<file path="src/rtl/sbtc_consts.vh">
`ifndef SBTC_CONSTS_VH
`define SBTC_CONSTS_VH
// register indices (byte address is four times the index)
`define SBTC_IDX_INTCTL 8'h0b
`define SBTC_IDX_IRQFLG 8'h0c
`define SBTC_IDX_CNTLO 8'h0e
`define SBTC_IDX_CNTHI 8'h0f
`define SBTC_IDX_CTRL 8'h10
`define SBTC_IDX_IRQEN 8'h8c
`define SBTC_IDX_CAPCMP 8'h90
`define SBTC_IDX_CMPLO 8'h91
`define SBTC_IDX_CMPHI 8'h92
// counter_control fields
`define SBTC_CTRL_ON 0
`define SBTC_CTRL_CS 1
`define SBTC_CTRL_NOSYNC 2
`define SBTC_CTRL_OSCEN 3
`define SBTC_CTRL_PS_LO 4
`define SBTC_CTRL_PS_HI 5
`define SBTC_CTRL_MASK 8'h3f
`define SBTC_CTRL_RST 8'h00
// flag and enable bit position
`define SBTC_OVF_BIT 0
`define SBTC_IRQ_RST 8'h00
// interrupt_control fields
`define SBTC_INT_GIE 7
`define SBTC_INT_PEIE 6
// compare mode that issues the special event trigger
`define SBTC_MODE_SPECIAL 4'hb
// instruction cycle is four system clocks
`define SBTC_FOSC_HZ 20000000
`define SBTC_INSTR_DIV 4
`define SBTC_OSC_MAX_HZ 200000
`endif

</file>
<file path="src/rtl/sbtc_sync2.v">
`timescale 1ns/1ns
// ****************************************
// two-flop level synchroniser
// ****************************************
module sbtc_sync2
(
   input wire clk_i,
   input wire d_i,
   output wire q_o
);
   reg meta_reg;
   reg sync_reg;
   always @(posedge clk_i)
   begin
      meta_reg <= d_i;
      sync_reg <= meta_reg;
   end
   assign q_o = sync_reg;
endmodule

</file>
<file path="src/rtl/sbtc_prescaler.v">
`timescale 1ns/1ns
`include "sbtc_consts.vh"
// ****************************************
// input prescaler 1:1 / 1:2 / 1:4 / 1:8
// ****************************************
module sbtc_prescaler
#(
   parameter WIDTH = 3
)
(
   input wire clk_i,
   input wire clr_i,
   input wire tick_i,
   input wire [1:0] sel_i,
   output wire tick_o
);
   reg [WIDTH-1:0] cnt_reg;
   reg [WIDTH-1:0] lim;
   always @*
   begin
      case (sel_i)
         2'h0: lim = {WIDTH{1'b0}};
         2'h1: lim = {{(WIDTH-1){1'b0}}, 1'b1};
         2'h2: lim = {{(WIDTH-2){1'b0}}, 2'h3};
         default: lim = {WIDTH{1'b1}};
      endcase
   end
   assign tick_o = tick_i && (cnt_reg == lim);
   always @(posedge clk_i)
   begin
      if (clr_i)
         cnt_reg <= {WIDTH{1'b0}};
      else if (tick_o)
         cnt_reg <= {WIDTH{1'b0}};
      else if (tick_i)
         cnt_reg <= cnt_reg + {{(WIDTH-1){1'b0}}, 1'b1};
   end
endmodule

</file>
<file path="src/rtl/sbtc_timer.v">
// Register access over Wishbone was decided locally.
`timescale 1ns/1ns
`include "sbtc_consts.vh"
// How it works
// - async mode counts ext clock through the same two-flop synchroniser, runs in sleep, overflow wakes cpu
// - in async mode count is not offered as capture/compare time base
// - count byte reads in async mode always return a clean byte
// - crystal oscillator enabled by its bit, up to 200 kHz, runs in sleep
// - compare mode 1011 special event trigger clears the count
// - trigger clear does not set the overflow flag itself; an increment at FFFFh in the same cycle still sets it
// - trigger clear guaranteed only in timer or synchronised counter mode
// - count write in same cycle as trigger clear wins
// - reset leaves count bytes unchanged; only trigger clears them
// - control register zero on power-on reset, kept on other resets
// - writing either count byte clears the prescaler
// - low byte, high byte, control at consecutive addresses; count powers up unknown
// - clock-source clear counts instruction cycles, set counts ext rising edges
// - count wraps FFFFh to 0000h, setting overflow flag; enable with GIE and PEIE both set raises interrupt
// - counter-on bit runs the count; clear holds the value
module sbtc_timer
(
   input wire clk_i,
   input wire rst_i,
   input wire por_i,
   input wire sleep_i,
   input wire cyc_i,
   input wire stb_i,
   input wire we_i,
   input wire [9:0] adr_i,
   input wire [3:0] sel_i,
   input wire [31:0] dat_i,
   output reg [31:0] dat_o,
   output wire ack_o,
   output wire err_o,
   input wire ext_count_clock_pin_i,
   input wire osc_input_pin_i,
   input wire special_event_i,
   output wire osc_output_pin_o,
   output wire osc_output_pin_oe_o,
   output wire osc_amp_enable_o,
   output wire [15:0] timebase_o,
   output wire timebase_valid_o,
   output wire special_event_o,
   output wire irq_o,
   output wire wake_o
);
   // ****************************************
   // registers
   // ****************************************
   reg [15:0] count_reg;
   reg [7:0] ctrl_reg;
   reg [7:0] intctl_reg;
   reg ovf_flag_reg;
   reg ovf_en_reg;
   reg [3:0] capcmp_mode_reg;
   reg [15:0] cmp_val_reg;
   reg ack_reg;
   reg clk_prev_reg;
   reg [1:0] instr_cnt_reg;
   reg [7:0] rd_next;
   wire ext_pin_sync;
   wire osc_pin_sync;
   wire ext_level;
   wire ext_rise;
   wire instr_tick;
   wire raw_tick;
   wire pre_tick;
   wire inc;
   wire wr_lo;
   wire wr_hi;
   wire wr_any;
   wire sev_clear;
   wire wrap;
   wire async_mode;
   wire counting;
   wire [7:0] idx;
   wire hit;
   wire req;
   // ****************************************
   // wishbone decode
   // ****************************************
   assign idx = adr_i[9:2];
   assign req = cyc_i && stb_i && !ack_reg;
   assign hit = (idx == `SBTC_IDX_INTCTL) || (idx == `SBTC_IDX_IRQFLG) || (idx == `SBTC_IDX_CNTLO) ||
                (idx == `SBTC_IDX_CNTHI) || (idx == `SBTC_IDX_CTRL) || (idx == `SBTC_IDX_IRQEN) ||
                (idx == `SBTC_IDX_CAPCMP) || (idx == `SBTC_IDX_CMPLO) || (idx == `SBTC_IDX_CMPHI);
   assign ack_o = ack_reg && hit;
   assign err_o = ack_reg && !hit;
   wire wr_ok;
   assign wr_ok = req && we_i && sel_i[0];
   assign wr_lo = wr_ok && (idx == `SBTC_IDX_CNTLO);
   assign wr_hi = wr_ok && (idx == `SBTC_IDX_CNTHI);
   assign wr_any = wr_lo || wr_hi;
   always @(posedge clk_i)
   begin
      if (rst_i)
         ack_reg <= 1'b0;
      else
         ack_reg <= req;
   end
   // ****************************************
   // clock sources
   // ****************************************
   // oscillator pins become inputs while the crystal runs
   assign osc_amp_enable_o = ctrl_reg[`SBTC_CTRL_OSCEN];
   assign osc_output_pin_o = 1'b0;
   assign osc_output_pin_oe_o = 1'b0;
   sbtc_sync2 u_sync_ext
   (
      .clk_i(clk_i),
      .d_i(ext_count_clock_pin_i),
      .q_o(ext_pin_sync)
   );
   sbtc_sync2 u_sync_osc
   (
      .clk_i(clk_i),
      .d_i(osc_input_pin_i),
      .q_o(osc_pin_sync)
   );
   assign ext_level = ctrl_reg[`SBTC_CTRL_OSCEN] ? osc_pin_sync : ext_pin_sync;
   assign ext_rise = ext_level && !clk_prev_reg;
   assign instr_tick = (instr_cnt_reg == 2'h3);
   always @(posedge clk_i)
   begin
      clk_prev_reg <= ext_level;
      if (rst_i)
         instr_cnt_reg <= 2'h0;
      else
         instr_cnt_reg <= instr_cnt_reg + 2'h1;
   end
   assign async_mode = ctrl_reg[`SBTC_CTRL_CS] && ctrl_reg[`SBTC_CTRL_NOSYNC];
   assign raw_tick = ctrl_reg[`SBTC_CTRL_CS] ? ext_rise : instr_tick;
   sbtc_prescaler #(.WIDTH(3)) u_pre
   (
      .clk_i(clk_i),
      .clr_i(wr_any || rst_i),
      .tick_i(raw_tick),
      .sel_i(ctrl_reg[`SBTC_CTRL_PS_HI:`SBTC_CTRL_PS_LO]),
      .tick_o(pre_tick)
   );
   // in sleep only the async (no-sync external clock) counter mode keeps running
   assign counting = ctrl_reg[`SBTC_CTRL_ON] && (!sleep_i || async_mode);
   assign inc = counting && pre_tick;
   assign wrap = inc && (count_reg == 16'hffff);
   // trigger clear only honoured when the count is synchronous
   assign sev_clear = special_event_i && (capcmp_mode_reg == `SBTC_MODE_SPECIAL) && !async_mode;
   assign special_event_o = (capcmp_mode_reg == `SBTC_MODE_SPECIAL) && !async_mode &&
                            (count_reg == cmp_val_reg);
   // ****************************************
   // count register, no reset term
   // ****************************************
   always @(posedge clk_i)
   begin
      if (wr_lo)
         count_reg[7:0] <= dat_i[7:0];
      else if (sev_clear)
         count_reg[7:0] <= 8'h00;
      else if (inc)
         count_reg[7:0] <= count_reg[7:0] + 8'h01;
      if (wr_hi)
         count_reg[15:8] <= dat_i[7:0];
      else if (sev_clear)
         count_reg[15:8] <= 8'h00;
      else if (inc && (count_reg[7:0] == 8'hff) && !wr_lo)
         count_reg[15:8] <= count_reg[15:8] + 8'h01;
   end
   // ****************************************
   // control and interrupt registers
   // ****************************************
   always @(posedge clk_i)
   begin
      if (por_i)
      begin
         ctrl_reg <= `SBTC_CTRL_RST;
         intctl_reg <= `SBTC_IRQ_RST;
         ovf_en_reg <= 1'b0;
         ovf_flag_reg <= 1'b0;
         capcmp_mode_reg <= 4'h0;
         cmp_val_reg <= 16'h0000;
      end
      else
      begin
         if (wr_ok && (idx == `SBTC_IDX_CTRL) && !rst_i)
            ctrl_reg <= dat_i[7:0] & `SBTC_CTRL_MASK;
         if (rst_i)
         begin
            intctl_reg <= `SBTC_IRQ_RST;
            ovf_en_reg <= 1'b0;
            ovf_flag_reg <= 1'b0;
         end
         else
         begin
            if (wr_ok && (idx == `SBTC_IDX_INTCTL))
               intctl_reg <= dat_i[7:0];
            if (wr_ok && (idx == `SBTC_IDX_IRQEN))
               ovf_en_reg <= dat_i[`SBTC_OVF_BIT];
            if (wrap)
               ovf_flag_reg <= 1'b1;
            else if (wr_ok && (idx == `SBTC_IDX_IRQFLG) && !dat_i[`SBTC_OVF_BIT])
               ovf_flag_reg <= 1'b0;
            if (wr_ok && (idx == `SBTC_IDX_CAPCMP))
               capcmp_mode_reg <= dat_i[3:0];
            if (wr_ok && (idx == `SBTC_IDX_CMPLO))
               cmp_val_reg[7:0] <= dat_i[7:0];
            if (wr_ok && (idx == `SBTC_IDX_CMPHI))
               cmp_val_reg[15:8] <= dat_i[7:0];
         end
      end
   end
   assign irq_o = ovf_flag_reg && ovf_en_reg && intctl_reg[`SBTC_INT_GIE] && intctl_reg[`SBTC_INT_PEIE];
   assign wake_o = ovf_flag_reg && ovf_en_reg;
   assign timebase_o = count_reg;
   assign timebase_valid_o = !async_mode;
   // ****************************************
   // read mux, registered count byte reads
   // ****************************************
   always @*
   begin
      case (idx)
         `SBTC_IDX_INTCTL: rd_next = intctl_reg;
         `SBTC_IDX_IRQFLG: rd_next = {7'h00, ovf_flag_reg};
         `SBTC_IDX_CNTLO: rd_next = count_reg[7:0];
         `SBTC_IDX_CNTHI: rd_next = count_reg[15:8];
         `SBTC_IDX_CTRL: rd_next = ctrl_reg;
         `SBTC_IDX_IRQEN: rd_next = {7'h00, ovf_en_reg};
         `SBTC_IDX_CAPCMP: rd_next = {4'h0, capcmp_mode_reg};
         `SBTC_IDX_CMPLO: rd_next = cmp_val_reg[7:0];
         `SBTC_IDX_CMPHI: rd_next = cmp_val_reg[15:8];
         default: rd_next = 8'h00;
      endcase
   end
   always @(posedge clk_i)
   begin
      if (rst_i)
         dat_o <= 32'h00000000;
      else if (req)
         dat_o <= {24'h000000, rd_next};
   end
endmodule

</file>
<file path="config.mk">
export PLATFORM = sky130hd
export DESIGN_NAME = sbtc_timer
export DESIGN_NICKNAME = d
export VERILOG_FILES = /design/src/rtl/sbtc_sync2.v /design/src/rtl/sbtc_prescaler.v /design/src/rtl/sbtc_timer.v
export VERILOG_INCLUDE_DIRS = /design/src /design/src/rtl
export SDC_FILE = /design/constraint.sdc
export NUM_CORES = 1
export LEC_CHECK = 0
export BUFFER_PORTS_ARGS = -buffer_cell sky130_fd_sc_hd__buf_2
export CAP_MARGIN = 20
export CORE_UTILIZATION = 23
export CTS_BUF_LIST = sky130_fd_sc_hd__clkbuf_2
export DETAILED_ROUTE_END_ITERATION = 12
export PLACE_DENSITY = 0.48
export SYNTH_ARGS = -nofsm -noshare
export SYNTH_HDL_FRONTEND = slang
export SYNTH_SLANG_ARGS = --single-unit
</file>
<file path="constraint.sdc">
create_clock -name clk_i -period 6.15 [get_ports clk_i]
set_input_delay 0.615 -clock clk_i [delete_from_list [all_inputs] [get_ports clk_i]]
set_output_delay 0.615 -clock clk_i [all_outputs]
set_load 0.02 [all_outputs]
</file>
==> out/metrics.cfg, run 1 <==
[status]
status = complete, no violations

[critical_path]
arrival_ns = 2.42
start_kind = input pin
reg2reg_from = ack_reg
required_ns = 5.53
worstPathMaxFanout = 12
critPathMaxStageDelay_ns = 0.60
cp_num_buf_inv = 2
crit_path_end_kind = primary output
cp-endpoint = err_o
path_depth = 6
rrSetupSlack_ns = 3.74
worst-r2r-cell-count = 6
r2r_end = timebase_o[14]
crit_slowest_cell = nor4_4
cpMostUsedCell = buf_2
path_class = in2out
crit_start = adr_i[9]
crit_chain = buf_2 > or4_4 > nor4_4 > nor4_2 > and2_1 > buf_2
cp_top_family = simple AND/OR/NAND/NOR gates

[grt]
grt_max_degree = 29
grt_usage = 0.144
gr-usage-met2 = 0.233
grtUsageMet3 = 0.0400
met1_usage = 0.187
grt_pass1_vias = 3243
grt_overflow = 0
antenna_found_initial = 0
grt_first_pass_wirelength_mm = 19.1
top_usage_layer = met2

[timing]
setup_viol = 0
tns_ns = 0
hold_viol = 0
fmax_ghz = 0.330
rsz0062_at_grt = false
worst-slew-pin-transition_ns = 0.805
drv_slew = 0
relSlewSlack = 0.461
min_period_ns = 3.03
finalCritPeriodShare = 0.493
hold_ws_ns = 0.172
finClkSkew_ns = 0.0289

[floorplan]
die_h_microns = 133
dieArea_sq_um = 17700
initial_core_util = 0.237
row_count = 47
ioPinCount = 113
core_area_sq_um = 16700
fp.dieW_microns = 133

[cells_and_area]
drive_above_1_share = 0.200
area_growth_pct = 11.1
final_nets = 551
fin_cells = 716
final_util = 0.263
diodes = 0

[worst_hold_path]
hold_class = in2reg

[route]
routedWlPerCell_microns = 17.4
postRouteAntennaNets = 0
vias_per_cell = 4.80
dr_total_vias = 3435
drtPass1Iterations = 5
wl_mm = 12.4
drt-initial-drc-count = 298
drc = 0

[logic_synthesis]
yosys-top-cells-count = 56 x nand2_1, 55 x dfxtp_1, 36 x nand3_1
post_synth_instance_area_sq_um = 3960
synth_seq_cells = 71
yosys.area.top_type = dfxtp_1
synthArstFlopShare = 0
yosysSeqAreaShare = 0.400
synthTopCellsByArea = dfxtp_1 28%, edfxtp_1 12%, buf_4 5.3%
synthCells = 445
synth_top_area_frac = 0.278
synthMostInstantiatedCell = nand2_1
synth-edff-count = 16
avgSynthCellArea_sq_um = 8.89
yosysWarnings = 0
synth_cell_types = 55
synth_top_flop_cell = dfxtp_1

[power]
p_per_area_nw_per_um2 = 177
combinationalPowerShare = 0.086
switching_share = 0.287
power.share.sequential = 0.617
cell_internal_pwr_mw = 0.556
p_sw_mw = 0.223
vdd_drop_max_v = 0.0000974
leakagePower_nw = 1.53
power_frac_clock = 0.297
finalPower_mw = 0.779

[job]
maxCapViolCount = 0

[placed_design]
port_buffers = 57
detailed_place_hpwl_mm = 9.02
gp_congestion = 0.803
dpl.cell_count = 698

[clock_tree]
cts_buffer_depth = 2
cts_buffers = 9
cts.repair.resized = 0
hold_buffers = 0
cts_tree = yes
clock_latency_ns = 0.56
clk_pin_slew_worst_paths_ns = 0.17
cts_root_buf = clkbuf_2
h-tree-depth = 3
cts.sinks = 71
postCtsSetupBuffers = 0

power groups by stage:
stage          Clock (mW)  Sequential [mW]  Combinational, mW
3_5_place_dp            0            0.490             0.0652
5_1_grt             0.260            0.481             0.0723
3_3_place_gp            0            0.490             0.0643
4_1_cts             0.242            0.480             0.0655
6_report            0.231            0.480             0.0671
2_1_floorplan           0            0.490             0.0537
through the flow:
step / worst slack, ns / cell area (sq um)
after floorplan: 3.46 / 4050
after global placement: 2.64 / 4300
after detailed placement: 2.56 / 4300
after CTS: 3.09 / 4380
after global routing: 2.94 / 4400
final: 3.12 / 4400
worst reg2reg max path: cells and delay by family (launching register included):
kind            cells  cell delay (ns)
simple gates        4             1.35
flops               1             0.36
buf+inv             1             0.28
compound gates      1             0.19
routing by layer:
layer  vias up  routed length, microns
li1       1629                       -
met1      1649                    5710
met2       143                    5810
met3        14                     751
met4         0                     151
met5         -                       0
logic make-up after synthesis:
group	share of synthesized area
mux	0.0715
fa+ha+maj	0.0126
xor+xnor	0.0664
compound gates	0.134
simple gates	0.226
flops	0.400
other cells	0.000948
buf+inv	0.0888
how the worst min path moves through the flow:
| stage | from | to | slack (ns) | cells past startpoint |
|---|---|---|---|---|
| floorplan | u_sync_ext.meta_reg | u_sync_ext.q_o | 0.31 | 0 |
| global placement | u_sync_ext.meta_reg | u_sync_ext.q_o | 0.31 | 0 |
| CTS | osc_input_pin_i | u_sync_osc.meta_reg | 0.13 | 1 |
| global route | ext_count_clock_pin_i | u_sync_ext.meta_reg | 0.11 | 1 |
| finish | osc_input_pin_i | u_sync_osc.meta_reg | 0.17 | 1 |
| detailed placement | u_sync_osc.meta_reg | u_sync_osc.q_o | 0.31 | 0 |
area by class of cell:
cell class,count,area [sq um]
clock buffer,14,70.1
tap,220,275
fill,1839,12300
clock inverter,2,8.76
sequential,71,1580
inverter,5,18.8
timing repair buffer,61,319
multi-input combinational,343,2120
cell usage in the layout, fill, tap and decap left out, types with 14 or more instances in the layout:
| cell type | count |
|---|---|
| mux2i_1 | 17 |
| nor2_1 | 35 |
| edfxtp_1 | 16 |
| a21oi_1 | 23 |
| dfxtp_1 | 55 |
| buf_2 | 58 |
| nand2_1 | 56 |
| conb_1 | 26 |
| nand3_1 | 36 |
| xnor2_1 | 19 |
| clkbuf_2 | 14 |
Note: power is estimated with default switching activity, not from simulation.
==> run 2, diff against run 1 <==
- ABC_AREA: unset -> 1
- PLACE_DENSITY: 0.48 -> 0.49
- clock period: 6.15 -> 2.5 ns (I/O delays scaled with it)
==> run 2 against run 1 <==
Sequential power rose by 150%. Worst setup slack got worse by 3.0 ns. Clock power rose to 4.2 times the previous value. Routed wire length rose by 3.7%. Via count rose by 7.7%. First-iteration DRC count fell by 2.0%. Combinational power rose to 2.6 times the previous value. Die area rose by 4.6%. Register-to-register slack got worse by 3.2 ns. Critical endpoint is now special_event_o.
==> out/metrics.cfg, run 2 <==
[status]
status = complete, no violations  ; unchanged

[logic_synthesis]
yosys-top-cells-count = 84 x nand2_1, 67 x nor2_1, 65 x inv_1  ; was 56 x nand2_1, 55 x dfxtp_1, 36 x nand3_1
avgSynthCellArea_sq_um = 7.67  ; was 8.89 sq um
synthTopCellsByArea = dfxtp_1 27%, edfxtp_1 12%, nand2_1 7.6%  ; was dfxtp_1 28%, edfxtp_1 12%, buf_4 5.3%
synthCells = 540  ; was 445
synthArstFlopShare = 0  ; unchanged
synth_top_area_frac = 0.266  ; was 0.278
synth_top_flop_cell = dfxtp_1  ; unchanged
post_synth_instance_area_sq_um = 4140  ; was 3960 sq um
synthMostInstantiatedCell = nand2_1  ; unchanged
synth_cell_types = 34  ; was 55
yosys.area.top_type = dfxtp_1  ; unchanged
synth_seq_cells = 71  ; unchanged
yosysWarnings = 0  ; unchanged
synth-edff-count = 16  ; unchanged
yosysSeqAreaShare = 0.382  ; was 0.400

[floorplan]
die_h_microns = 136  ; was 133 microns
initial_core_util = 0.238  ; was 0.237
row_count = 48  ; was 47
ioPinCount = 113  ; unchanged
dieArea_sq_um = 18500  ; was 17,700 sq um
fp.dieW_microns = 136  ; was 133 microns
core_area_sq_um = 17400  ; was 16,700 sq um

[clock_tree]
cts_buffer_depth = 2  ; unchanged
clk_pin_slew_worst_paths_ns = 0.19  ; was 0.17 ns
cts_root_buf = clkbuf_2  ; unchanged
h-tree-depth = 3  ; unchanged
cts_buffers = 9  ; unchanged
cts.sinks = 71  ; unchanged
cts_tree = yes  ; unchanged
clock_latency_ns = 0.57  ; was 0.56 ns

[route]
dr_total_vias = 3698  ; was 3,435
wl_mm = 12.9  ; was 12.4 mm
drt-initial-drc-count = 292  ; was 298
routedWlPerCell_microns = 15.3  ; was 17.4 microns
drtPass1Iterations = 5  ; unchanged
drc = 0  ; unchanged
vias_per_cell = 4.40  ; was 4.80
postRouteAntennaNets = 0  ; unchanged

[critical_path]
path_class = reg2out  ; was in2out
crit_path_end_kind = primary output  ; unchanged
cp_top_family = simple AND/OR/NAND/NOR gates  ; unchanged
required_ns = 2.25  ; was 5.53 ns
start_kind = flop  ; was input pin
crit_chain = or2_2 > a221oi_1 > nand3_1 > nor2_1 > buf_2  ; was buf_2 > or4_4 > nor4_4 > nor4_2 > and2_1 > buf_2
arrival_ns = 2.13  ; was 2.42 ns
crit_slowest_cell = edfxtp_1  ; was nor4_4
cp_num_buf_inv = 1  ; was 2
critPathMaxStageDelay_ns = 0.45  ; was 0.60 ns
worstPathMaxFanout = 2  ; was 12

[job]
maxCapViolCount = 0  ; unchanged

[timing]
finClkSkew_ns = 0.0159  ; was 0.0289 ns
setup_viol = 0  ; unchanged
relSlewSlack = 0.550  ; was 0.461
tns_ns = 0  ; unchanged
hold_ws_ns = 0.0770  ; was 0.172 ns
fin_ws_ns = 0.116  ; was 3.12 ns
worst-slew-pin-transition_ns = 0.675  ; was 0.805 ns
hold_viol = 0  ; unchanged
finalCritPeriodShare = 0.954
fmax_ghz = 0.419
min_period_ns = 2.38
drv_slew = 0  ; unchanged

[worst_hold_path]
hold_class = in2reg  ; unchanged

[placed_design]
dpl.cell_count = 812  ; was 698
port_buffers = 57  ; unchanged
place_ws_ns = 0.457  ; was 2.56 ns
detailed_place_hpwl_mm = 9.75  ; was 9.02 mm
gp_congestion = 0.853  ; was 0.803

[cells_and_area]
final_cell_mix = 84 x nand2_1, 67 x nor2_1, 65 x inv_1  ; was 58 x buf_2, 56 x nand2_1, 55 x dfxtp_1
area_growth_pct = 16.7  ; was 11.1%
layout_commonest_cell = nand2_1  ; was buf_2
drive_above_1_share = 0.208  ; was 0.200
fin_cells = 841  ; was 716
final_nets = 670  ; was 551

[grt]
grt_overflow = 0  ; unchanged
grt_usage = 0.145  ; was 0.144
antenna_found_initial = 1  ; was 0
grt_first_pass_wirelength_mm = 19.5  ; was 19.1 mm
grt_pass1_vias = 3458  ; was 3,243
grt_max_degree = 28  ; was 29

[power]
p_per_area_nw_per_um2 = 479  ; was 177 nW/um^2
leakagePower_nw = 2.10  ; was 1.53 nW
finalPower_mw = 2.32  ; was 0.779 mW
vdd_drop_max_v = 0.000175  ; was 0.0000974 V

run 2: report_power, final:
part | internal [mW] | switching, mW | total [mW] | leakage, nW
Sequential | 1.18 | 0.00364 | 1.18 | 0.571
Combinational | 0.0403 | 0.135 | 0.176 | 1.43
Clock | 0.526 | 0.433 | 0.959 | 0.106
Total | 1.74 | 0.572 | 2.32 | 2.10
run 2: what timing repair did:
item | 4_1_cts | 5_1_grt
endpoints found under the hold margin | 15 | 0
endpoints found under the setup margin | 1 | 1
buffers inserted | 5 | 2
resized for setup | 0 | 1
hold buffers | 5 | 0
run 2: area by class of cell:
class,count,area (sq um)
Antenna cell,1,2.50
Clock buffer,9,45.0
Clock inverter,7,135
Fill cell,1941,12600
Inverter,71,267
Multi-Input combinational cell,384,2100
Sequential cell,71,1580
Tap cell,225,282
Timing Repair Buffer,73,418
run 2: kinds of logic (layout without fill, tap and decap cells):
family,count (synthesis),count (layout),synth area share
other,1,27,0.000905
AO/OA/AOI/OAI,95,95,0.149
adder cells (fa/ha/maj),4,4,0.0121
buffers and inverters,110,160,0.134
flip-flops,71,71,0.382
AND/OR/NAND/NOR,241,241,0.284
XOR/XNOR,18,18,0.0381
run 2: worst paths after layout:
| check | start | end | slack (ns) | cells past startpoint |
|---|---|---|---|---|
| setup / recovery | timebase_o[3] | special_event_o | 0.12 | 5 |
| hold / removal | dat_i[0] | ovf_flag_reg | 0.08 | 5 |
| setup reg to reg | ack_reg | timebase_o[7] | 0.50 | 9 |
| hold reg to reg | u_sync_osc.meta_reg | u_sync_osc.q_o | 0.35 | 0 |
run 2: worst min-delay path, cell delays in order:
cell     delay [ns]
buf_2          0.10
nor3_1         0.05
o21ai_0        0.14
nand2_1        0.05
inv_1          0.04
run 2: metrics by stage:
step,instance area [sq um],util
finish,4830,0.278
global placement,4540,0.261
global route,4830,0.278
floorplan,4240,-
CTS,4810,0.276
detailed placement,4540,0.261
run 2: metal layers:
layer	wire length [microns]	track usage	vias up	part of all wire
met4	261	0.0574	0	0.020
met1	6100	0.190	1703	0.47
li1	-	-	1876	-
met5	0	0	-	0
met2	5990	0.231	103	0.46
met3	532	0.0287	16	0.041
